[src/ssrm_regs.svh]
// Register offsets, field positions, reset values and timing counts of the speed range monitor.
// Assumes inclusion by bare name from the monitor module.
`ifndef SSRM_REGS_SVH
`define SSRM_REGS_SVH

`define SSRM_OFF_CTRL 8'h00
`define SSRM_OFF_CEILING 8'h04
`define SSRM_OFF_FLOOR 8'h08
`define SSRM_OFF_DELAY 8'h0c
`define SSRM_OFF_TOL_PCT 8'h10
`define SSRM_OFF_TOL_WIDTH 8'h14
`define SSRM_OFF_TOL_PERIOD 8'h18
`define SSRM_OFF_STATUS 8'h1c
`define SSRM_OFF_SPEED 8'h20

`define SSRM_CTRL_PERMANENT 0
`define SSRM_CTRL_MONITOR_ONLY 1
`define SSRM_CTRL_TOL_ENABLE 2

`define SSRM_STAT_RANGE_OK 0
`define SSRM_STAT_ESTOP 1
`define SSRM_STAT_STATE_LSB 2
`define SSRM_STAT_BEYOND 4
`define SSRM_STAT_TOL_ACTIVE 5

`define SSRM_RST_CEILING 25'h00186a0
`define SSRM_RST_FLOOR 25'h1fe7960
`define SSRM_RST_DELAY_MS 17'h00014
`define SSRM_RST_TOL_PCT 5'h01
`define SSRM_RST_TOL_WIDTH_MS 17'h00064
`define SSRM_RST_TOL_PERIOD_MS 17'h003e8

`define SSRM_TOL_PCT_MIN 5'h01
`define SSRM_TOL_PCT_MAX 5'h19
`define SSRM_MS_MAX 17'h1d4c0
`define SSRM_TOL_WIDTH_MIN 17'h00001
`define SSRM_TOL_PERIOD_MIN 17'h00002

`define SSRM_CLK_PERIOD_NS 8
`define SSRM_MS_NS 1000000
`define SSRM_MS_CYCLES (`SSRM_MS_NS / `SSRM_CLK_PERIOD_NS)

`endif

[src/ssrm_pkg.sv]
// Types shared by the speed range monitor modules.
// Assumes the register header is on the include path.
package ssrm_pkg;

	typedef logic signed [24:0] ssrm_speed_t;
	typedef logic [16:0] ssrm_ms_t;

	typedef enum logic [1:0] {
		SSRM_IDLE = 2'b00,
		SSRM_DELAY = 2'b01,
		SSRM_MONITOR = 2'b10,
		SSRM_TRIPPED = 2'b11
	} ssrm_state_e;

	typedef struct packed {
		logic permanent;
		logic monitorOnly;
		logic tolEnable;
		ssrm_speed_t ceiling;
		ssrm_speed_t floor;
		ssrm_ms_t delayMs;
		logic [4:0] tolPct;
		ssrm_ms_t overshootWidthMs;
		ssrm_ms_t oscillationPeriodMs;
	} ssrm_cfg_s;

	typedef struct packed {
		logic rangeOkFlag;
		logic controlledEmergencyStop;
	} ssrm_out_s;

endpackage : ssrm_pkg

[src/ssrm_monitor.sv]
// Speed range monitor with APB register access, start delay and optional tolerance range.
// Assumes speedIn and enable_request_in are synchronous to clk_sys.
//
// The APB interface to the registers and the register offsets were left to the implementer.
`include "ssrm_regs.svh"

module ssrm_monitor #(
	parameter int MS_CYCLES = `SSRM_MS_CYCLES
) (
	// Clock and reset.
	input wire logic clk_sys,
	input wire logic resetn,
	// APB slave.
	input wire logic psel,
	input wire logic penable,
	input wire logic pwrite,
	input wire logic [7:0] paddr,
	input wire logic [31:0] pwdata,
	output logic [31:0] prdata,
	output logic pready,
	output logic pslverr,
	// Speed feedback and activation.
	input wire ssrm_pkg::ssrm_speed_t speedIn,
	input wire logic enable_request_in,
	// Safety outputs.
	output ssrm_pkg::ssrm_out_s safetyOut
);
	import ssrm_pkg::*;

	ssrm_cfg_s cfg;
	ssrm_state_e state;
	ssrm_state_e next_state;
	ssrm_ms_t delayCount;
	ssrm_ms_t widthCount;
	ssrm_ms_t periodCount;
	logic tick;
	logic active;
	logic beyond;
	logic beyondPrev;
	logic beyondRise;
	logic ampOver;
	logic overshootSeen;
	logic violation;
	logic rangeOk;
	logic eStop;
	logic mapped;
	logic [31:0] readValue;

	function automatic ssrm_ms_t clampMs(input logic [31:0] v, input ssrm_ms_t lo);
		if (v < 32'(lo)) begin
			return lo;
		end
		if (v > 32'(`SSRM_MS_MAX)) begin
			return `SSRM_MS_MAX;
		end
		return v[16:0];
	endfunction : clampMs

	function automatic logic signed [39:0] absVal(input logic signed [39:0] v);
		return (v < 0) ? -v : v;
	endfunction : absVal

	// The bus answers in the access phase with no wait states.
	assign pready = 1'b1;
	assign mapped = (paddr <= `SSRM_OFF_SPEED) && (paddr[1:0] == 2'b00);
	assign pslverr = psel && penable && !mapped;

	// Configuration writes take effect at the access edge; delay and tolerance values are clamped to the legal ranges, ceiling and floor are not.
	always_ff @(posedge clk_sys) begin
		if (!resetn) begin
			cfg.permanent <= 1'b0;
			cfg.monitorOnly <= 1'b0;
			cfg.tolEnable <= 1'b0;
			cfg.ceiling <= `SSRM_RST_CEILING;
			cfg.floor <= `SSRM_RST_FLOOR;
			cfg.delayMs <= `SSRM_RST_DELAY_MS;
			cfg.tolPct <= `SSRM_RST_TOL_PCT;
			cfg.overshootWidthMs <= `SSRM_RST_TOL_WIDTH_MS;
			cfg.oscillationPeriodMs <= `SSRM_RST_TOL_PERIOD_MS;
		end else if (psel && penable && pwrite) begin
			unique case (paddr)
				`SSRM_OFF_CTRL: begin
					cfg.permanent <= pwdata[`SSRM_CTRL_PERMANENT];
					cfg.monitorOnly <= pwdata[`SSRM_CTRL_MONITOR_ONLY];
					cfg.tolEnable <= pwdata[`SSRM_CTRL_TOL_ENABLE];
				end
				`SSRM_OFF_CEILING: begin
					cfg.ceiling <= pwdata[24:0];
				end
				`SSRM_OFF_FLOOR: begin
					cfg.floor <= pwdata[24:0];
				end
				`SSRM_OFF_DELAY: begin
					cfg.delayMs <= clampMs(pwdata, 17'h00000);
				end
				`SSRM_OFF_TOL_PCT: begin
					if (pwdata < 32'(`SSRM_TOL_PCT_MIN)) begin
						cfg.tolPct <= `SSRM_TOL_PCT_MIN;
					end else if (pwdata > 32'(`SSRM_TOL_PCT_MAX)) begin
						cfg.tolPct <= `SSRM_TOL_PCT_MAX;
					end else begin
						cfg.tolPct <= pwdata[4:0];
					end
				end
				`SSRM_OFF_TOL_WIDTH: begin
					cfg.overshootWidthMs <= clampMs(pwdata, `SSRM_TOL_WIDTH_MIN);
				end
				`SSRM_OFF_TOL_PERIOD: begin
					cfg.oscillationPeriodMs <= clampMs(pwdata, `SSRM_TOL_PERIOD_MIN);
				end
				default: begin
				end
			endcase
		end
	end

	// Read data is captured in the setup phase so that it stands through the access phase.
	always_comb begin
		readValue = 32'h00000000;
		unique case (paddr)
			`SSRM_OFF_CTRL: begin
				readValue[`SSRM_CTRL_PERMANENT] = cfg.permanent;
				readValue[`SSRM_CTRL_MONITOR_ONLY] = cfg.monitorOnly;
				readValue[`SSRM_CTRL_TOL_ENABLE] = cfg.tolEnable;
			end
			`SSRM_OFF_CEILING: readValue = 32'(signed'(cfg.ceiling));
			`SSRM_OFF_FLOOR: readValue = 32'(signed'(cfg.floor));
			`SSRM_OFF_DELAY: readValue = 32'(cfg.delayMs);
			`SSRM_OFF_TOL_PCT: readValue = 32'(cfg.tolPct);
			`SSRM_OFF_TOL_WIDTH: readValue = 32'(cfg.overshootWidthMs);
			`SSRM_OFF_TOL_PERIOD: readValue = 32'(cfg.oscillationPeriodMs);
			`SSRM_OFF_STATUS: begin
				readValue[`SSRM_STAT_RANGE_OK] = rangeOk;
				readValue[`SSRM_STAT_ESTOP] = eStop;
				readValue[`SSRM_STAT_STATE_LSB +: 2] = state;
				readValue[`SSRM_STAT_BEYOND] = beyond;
				readValue[`SSRM_STAT_TOL_ACTIVE] = overshootSeen;
			end
			`SSRM_OFF_SPEED: readValue = 32'(signed'(speedIn));
			default: readValue = 32'h00000000;
		endcase
	end

	always_ff @(posedge clk_sys) begin
		if (!resetn) begin
			prdata <= 32'h00000000;
		end else if (psel && !penable && !pwrite) begin
			prdata <= readValue;
		end
	end

	// The function is active when the input is low, or always in permanent mode.
	assign active = cfg.permanent || !enable_request_in;

	// Limit comparison and amplitude margin, worked in 40-bit signed arithmetic without a divider.
	always_comb begin
		logic signed [39:0] sp;
		logic signed [39:0] hi;
		logic signed [39:0] lo;
		logic signed [39:0] pct;
		sp = 40'(signed'(speedIn));
		hi = 40'(signed'(cfg.ceiling));
		lo = 40'(signed'(cfg.floor));
		pct = 40'(signed'({1'b0, cfg.tolPct}));
		beyond = (sp > hi) || (sp < lo);
		ampOver = ((sp - hi) * 40'sd100 > absVal(hi) * pct)
			|| ((lo - sp) * 40'sd100 > absVal(lo) * pct);
	end

	assign beyondRise = beyond && !beyondPrev;

	// With tolerance the plain crossing only opens the window; the margins decide.
	always_comb begin
		if (cfg.tolEnable) begin
			violation = ampOver
				|| (beyond && widthCount >= cfg.overshootWidthMs)
				|| (beyondRise && overshootSeen && periodCount < cfg.oscillationPeriodMs);
		end else begin
			violation = beyond;
		end
	end

	ssrm_ms_tick #(
		.CYCLES_PER_MS(MS_CYCLES)
	) msTick (
		.clk_sys(clk_sys),
		.resetn(resetn),
		.restart(state != next_state),
		.tick(tick)
	);

	always_comb begin
		next_state = state;
		unique case (state)
			SSRM_IDLE: begin
				if (active) begin
					if (cfg.permanent || cfg.delayMs == 17'h00000) begin
						next_state = SSRM_MONITOR;
					end else begin
						next_state = SSRM_DELAY;
					end
				end
			end
			SSRM_DELAY: begin
				if (!active) begin
					next_state = SSRM_IDLE;
				end else if (cfg.permanent || delayCount >= cfg.delayMs) begin
					next_state = SSRM_MONITOR;
				end
			end
			SSRM_MONITOR: begin
				if (!active) begin
					next_state = SSRM_IDLE;
				end else if (violation && !cfg.monitorOnly) begin
					next_state = SSRM_TRIPPED;
				end
			end
			SSRM_TRIPPED: begin
				if (!active) begin
					next_state = SSRM_IDLE;
				end
			end
		endcase
	end

	always_ff @(posedge clk_sys) begin
		if (!resetn) begin
			state <= SSRM_IDLE;
		end else begin
			state <= next_state;
		end
	end

	// Start delay counter in whole milliseconds.
	always_ff @(posedge clk_sys) begin
		if (!resetn || state != SSRM_DELAY) begin
			delayCount <= 17'h00000;
		end else if (tick && delayCount != `SSRM_MS_MAX) begin
			delayCount <= delayCount + 17'h00001;
		end
	end

	// Tolerance tracking: opened by the first crossing, then width and recurrence are timed.
	always_ff @(posedge clk_sys) begin
		if (!resetn || state != SSRM_MONITOR) begin
			beyondPrev <= 1'b0;
			overshootSeen <= 1'b0;
			widthCount <= 17'h00000;
			periodCount <= 17'h00000;
		end else begin
			beyondPrev <= beyond;
			if (beyondRise) begin
				overshootSeen <= 1'b1;
				periodCount <= 17'h00000;
			end else if (tick && periodCount != `SSRM_MS_MAX) begin
				periodCount <= periodCount + 17'h00001;
			end
			if (!beyond) begin
				widthCount <= 17'h00000;
			end else if (tick && widthCount != `SSRM_MS_MAX) begin
				widthCount <= widthCount + 17'h00001;
			end
		end
	end

	// Outputs come from flops; the stop follows the state being entered, the range flag needs monitoring in both cycles and no violation.
	always_ff @(posedge clk_sys) begin
		if (!resetn) begin
			rangeOk <= 1'b0;
			eStop <= 1'b0;
		end else begin
			rangeOk <= (next_state == SSRM_MONITOR) && (state == SSRM_MONITOR) && !violation;
			eStop <= (next_state == SSRM_TRIPPED);
		end
	end

	assign safetyOut.rangeOkFlag = rangeOk;
	assign safetyOut.controlledEmergencyStop = eStop;

endmodule : ssrm_monitor

[src/ssrm_ms_tick.sv]
// Millisecond tick generator for the speed range monitor.
// Assumes clk_sys runs at the rate that CYCLES_PER_MS is derived from.
module ssrm_ms_tick #(
	parameter int CYCLES_PER_MS = 125000
) (
	// Clock and reset.
	input wire logic clk_sys,
	input wire logic resetn,
	// Phase restart and tick.
	input wire logic restart,
	output logic tick
);
	localparam int CW = $clog2(CYCLES_PER_MS + 1);
	localparam logic [CW-1:0] LAST = CW'(CYCLES_PER_MS - 1);

	logic [CW-1:0] phase;

	always_ff @(posedge clk_sys) begin
		if (!resetn || restart) begin
			phase <= '0;
		end else if (phase == LAST) begin
			phase <= '0;
		end else begin
			phase <= phase + CW'(1);
		end
	end

	assign tick = (phase == LAST) && !restart;

endmodule : ssrm_ms_tick

[config.mk]
export PLATFORM = sky130hd
export DESIGN_NAME = ssrm_monitor
export DESIGN_NICKNAME = d
export VERILOG_FILES = /design/src/ssrm_pkg.sv /design/src/ssrm_monitor.sv /design/src/ssrm_ms_tick.sv
export VERILOG_INCLUDE_DIRS = /design/src
export SDC_FILE = /design/constraint.sdc
export NUM_CORES = 2
export LEC_CHECK = 0
export BUFFER_PORTS_ARGS = -buffer_cell sky130_fd_sc_hd__buf_2
export CAP_MARGIN = 20
export CORE_ASPECT_RATIO = 1.4
export CORE_MARGIN = 2
export CORE_UTILIZATION = 59
export CTS_CLUSTER_DIAMETER = 30
export DETAILED_ROUTE_END_ITERATION = 7
export GPL_TIMING_DRIVEN = 0
export MAX_ROUTING_LAYER = met4
export PLACE_DENSITY = 0.79
export SKIP_LAST_GASP = 1
export SLEW_MARGIN = 10
export SYNTH_ARGS = -nofsm -noshare
export SYNTH_HDL_FRONTEND = slang
export SYNTH_SLANG_ARGS = --single-unit
[constraint.sdc]
create_clock -name clk_sys -period 10 [get_ports clk_sys]
set_input_delay 0.5 -clock clk_sys [delete_from_list [all_inputs] [get_ports clk_sys]]
set_output_delay 0.5 -clock clk_sys [all_outputs]
set_load 0.02 [all_outputs]
==> results.txt <==
----------------------------------------------------
[Timing]
  Fin worst setup slack ... 0.3227 ns
  Number of setup violations in the final report ... 0
  Actual slew at the worst max-slew pin ... 1.017 ns
  Clock tree skew after final layout ... 0.01800 ns
  Final worst path period need ... 9.677 ns
  Tightest slew margin relative to the limit ... 32.22%
  Total count of max-transition violations in the final report ... 0
  Endpoints failing hold ... 0
  Maximum clock frequency ... 103.3 MHz
  Final Hold Slack ... 0.2428 ns
  Fin crit share ... 96.77%

[Floorplanning]
  Chip Width ... 204.6 microns
  Chip height ... 284.9 microns
  Core Box Area ... 55520 sq um
  IO Count ... 107
  Total number of placement rows ... 102
  Effective utilization at floorplan ... 59.88%
  Overall die area ... 58280 sq um

[Logic synthesis]
  Cell taking the most area after synthesis ... ha_1
  Syn Inst Count ... 4151
  Async S/R FF share, synth ... 0%
  Synthesized-area fraction occupied by ao, oa, aoi and oai cells ... 18.85%
  Number of flops mapped to enable cells by yosys ... 0
  Most used flip-flop cell after synthesis ... dfxtp_1
  Adder-cell share of the synthesized area ... 33.58%
  Number of distinct library cells after synthesis ... 97
  Simple-gate area share of the yosys netlist ... 19.28%
  Total of flip-flops plus latches after synthesis ... 208
  Xor-xnor portion of the synthesized cell area ... 6.666%
  Dominant combinational cell family by area after synthesis ... adder cells
  Synthesized area per cell ... 8.008 sq um
  Most used standard cell by instance count after synthesis ... inv_1
  Area share of the leading cell type in the synthesized netlist ... 19.01%
  Yosys warning count ... 0
  Summed instance area of the synthesized netlist ... 33240 sq um
  Portion of netlist area occupied by mux cells ... 0.4291%
  Leading cell types by total area after synthesis ... ha_1, fa_1, dfxtp_1
  Sequential element share of the synthesized area ... 12.53%
  List of most frequent post-synthesis cells ... inv_1, ha_1, a21oi_1, nand2_1, nor2_1

[Cells and area]
  Fill cell instance count of the final layout ... 4718
  Layout net count ... 5265
  Syn-to-layout area delta ... 12.60%
  Share of post-route cells with drive strength above 1 ... 7.926%
  Sequential standard cell area ... 4179 sq um
  Utilization after layout ... 67.42%
  Area of combinational cells with multiple inputs ... 27080 sq um

[Worst hold path]
  Min-delay src ... pwdata[21]
  Kind of path behind the tightest hold check ... in2reg
  Cell count of the worst hold path ... 3

[CTS]
  Clk slew on worst S/H paths ... 0.06 ns
  Number of sinks handled by clock tree synthesis ... 208
  Number of buffers on the longest clock path ... 3
  Clock tree from TritonCTS ... yes
  CTS buffer count ... 40
  Number of buffers added to fix hold violations after cts ... 0
  CTS Root Buffer Type ... clkbuf_16
  Clock insertion delay at the later pin of the skew report ... 0.57 ns
  H-tree depth ... 2

[Pwr]
  Power after layout ... 5.972 mW
  Maximum resistive drop on vdd ... 148.7 uV
  P per Cell Area ... 159.6 nW/um^2
  Static Leak ... 17.77 nW

[Route]
  Antenna-violating nets left ... 0
  Wire length reported by the detailed router ... 102800 microns
  Detailed Route Iter0 Violations ... 2491
  Vias after detailed routing ... 31200
  Drc violations ... 10
  Routed wirelength normalized by instance count ... 19.68 microns
  Vias per cell ... 5.976
  Detailed Routing Iterations Pass 1 ... 8

[Worst setup path]
  Worst reg2reg path startpoint ... cfg[62]
  Kind of critical path ... reg2reg
  Required time at the endpoint of the critical path ... 10.50 ns
  Crit path launch ... cfg[62]
  Worst endpoint data arrival time ... 10.18 ns
  Type of element capturing the critical path ... flop
  Register-to-register setup slack ... 0.32 ns
  RR Endpoint ... widthCount[8]
  CP endpoint ... widthCount[8]
  Library cell contributing the largest single delay on the critical path ... or4_1
  Max incr delay on CP ... 0.67 ns
  Highest fanout seen on the critical path ... 8
  Number of cell instances on the worst register-to-register path ... 33
  Startpoint type of the worst setup path ... flop

[Global routing]
  Number of global-route vias before repair ... 30630
  Overall Global Routing Usage ... 35.91%
  Initial antenna violation count ... 10
  Global route overflow ... 0
  Wire length of the first global-routing pass ... 160400 microns
  Pin count of the biggest net entering global routing ... 12

[Placement]
  Buffers on Ports ... 100
  Half-perimeter wire length of the detailed placement result ... 83780 microns
  Pre-CTS worst setup slack ... -1.315 ns
  Placer congestion estimate ... 1.051

[Run]
  Max-cap violations ... 0

[Status]
  Violations in the final reports ... design-rule violations
  Result of the run ... finished, violations left

----------------------------------------------------
==> what timing repair did <==
item / 4_1_cts / 5_1_grt
cloned: 0 / 3
pin swaps: 4 / 38
gates resized for setup: 34 / 95
endpoints found under the setup margin: 68 / 68
setup buffers: 8 / 27
==> final cells by class <==
type | instances | share of cell area (%)
Multi-Input combinational cell | 3310 | 72.36
Antenna cell | 13 | 0.08692
Tap cell | 728 | 2.434
Inverter | 608 | 6.097
Buffer | 141 | 1.742
Timing Repair Buffer | 138 | 2.240
Clock buffer | 48 | 2.945
Sequential cell | 208 | 11.17
Clock inverter | 26 | 0.9293
==> worst min path at each step <==
stage / endpoint
6_report: cfg[102]
5_1_grt: cfg[102]
4_1_cts: cfg[77]
3_5_place_dp: msTick.phase[0]
3_3_place_gp: msTick.phase[0]
2_1_floorplan: msTick.phase[0]
==> flip-flops by register name, summed over array words and instances, names as in the netlist <==
name	count
overshootSeen	1
state	2
rangeOk	1
widthCount	17
prdata	25
beyondPrev	1
msTick.phase	17
delayCount	17
eStop	1
periodCount	17
cfg	109
==> critical path, delay by kind of cell (launching register included) <==
kind,cells,cell delay [ns]
AND/OR/NAND/NOR,11,3.35
AO/OA/AOI/OAI,11,2.44
adder cells (fa/ha/maj),5,2.10
XOR/XNOR,2,0.61
flip-flops,1,0.44
buffers and inverters,3,0.33
multiplexers,1,0.32
==> where the power goes <==
group / internal (mW) / leakage [nW] / switching [mW]
logic: 1.61 / 15.4 / 2.07
clock network: 0.930 / 0.694 / 0.517
registers: 0.835 / 1.68 / 0.00483
total: 3.38 / 17.8 / 2.59
==> metrics by stage <==
stage | setup TNS [ns] | std cells | instance area [sq um]
after floorplan | 0 | 4270 | 33690
after global placement | -62.29 | 5098 | 35100
after detailed placement | -72.02 | 5098 | 35100
after CTS | 0 | 5180 | 36760
after global routing | -4.921 | 5216 | 37420
final | 0 | 5220 | 37430
==> routing by layer <==
metal | vias to the layer above | track usage (%) | wire length (microns)
met5 | - | - | 0
met4 | 0 | 22.28 | 7664
met3 | 408 | 5.520 | 7966
met2 | 1307 | 58.87 | 48150
met1 | 14740 | 40.90 | 38970
li1 | 14740 | - | -
==> placed cells by master (no fill, tap or decap), types with 36 or more instances in the layout <==
cell type / n
nor2b_1: 242
a211oi_1: 43
nor2_1: 257
ha_1: 501
o21ai_0: 137
buf_4: 46
a21oi_1: 282
inv_1: 602
clkbuf_16: 44
nand2_1: 269
a21o_1: 110
dfxtp_1: 202
clkbuf_1: 109
xor2_1: 100
o31ai_1: 44
xnor2_1: 139
nand4_1: 46
and3_1: 39
and2_1: 51
or4_1: 37
buf_2: 106
nand3_1: 99
nor3_1: 36
fa_1: 242
nand2b_1: 36
conb_1: 121
==> cells by family (layout without fill, tap and decap cells) <==
group	Yosys count	after routing
AOI/OAI and AO/OA	937	937
xor gates and xnor gates	253	253
adders and majority gates	747	747
buffers and inverters	752	961
DFF	208	208
muxes	14	14
other	2	134
and+or+nand+nor	1238	1238
No activity file was read; power rests on OpenSTA's default activity.
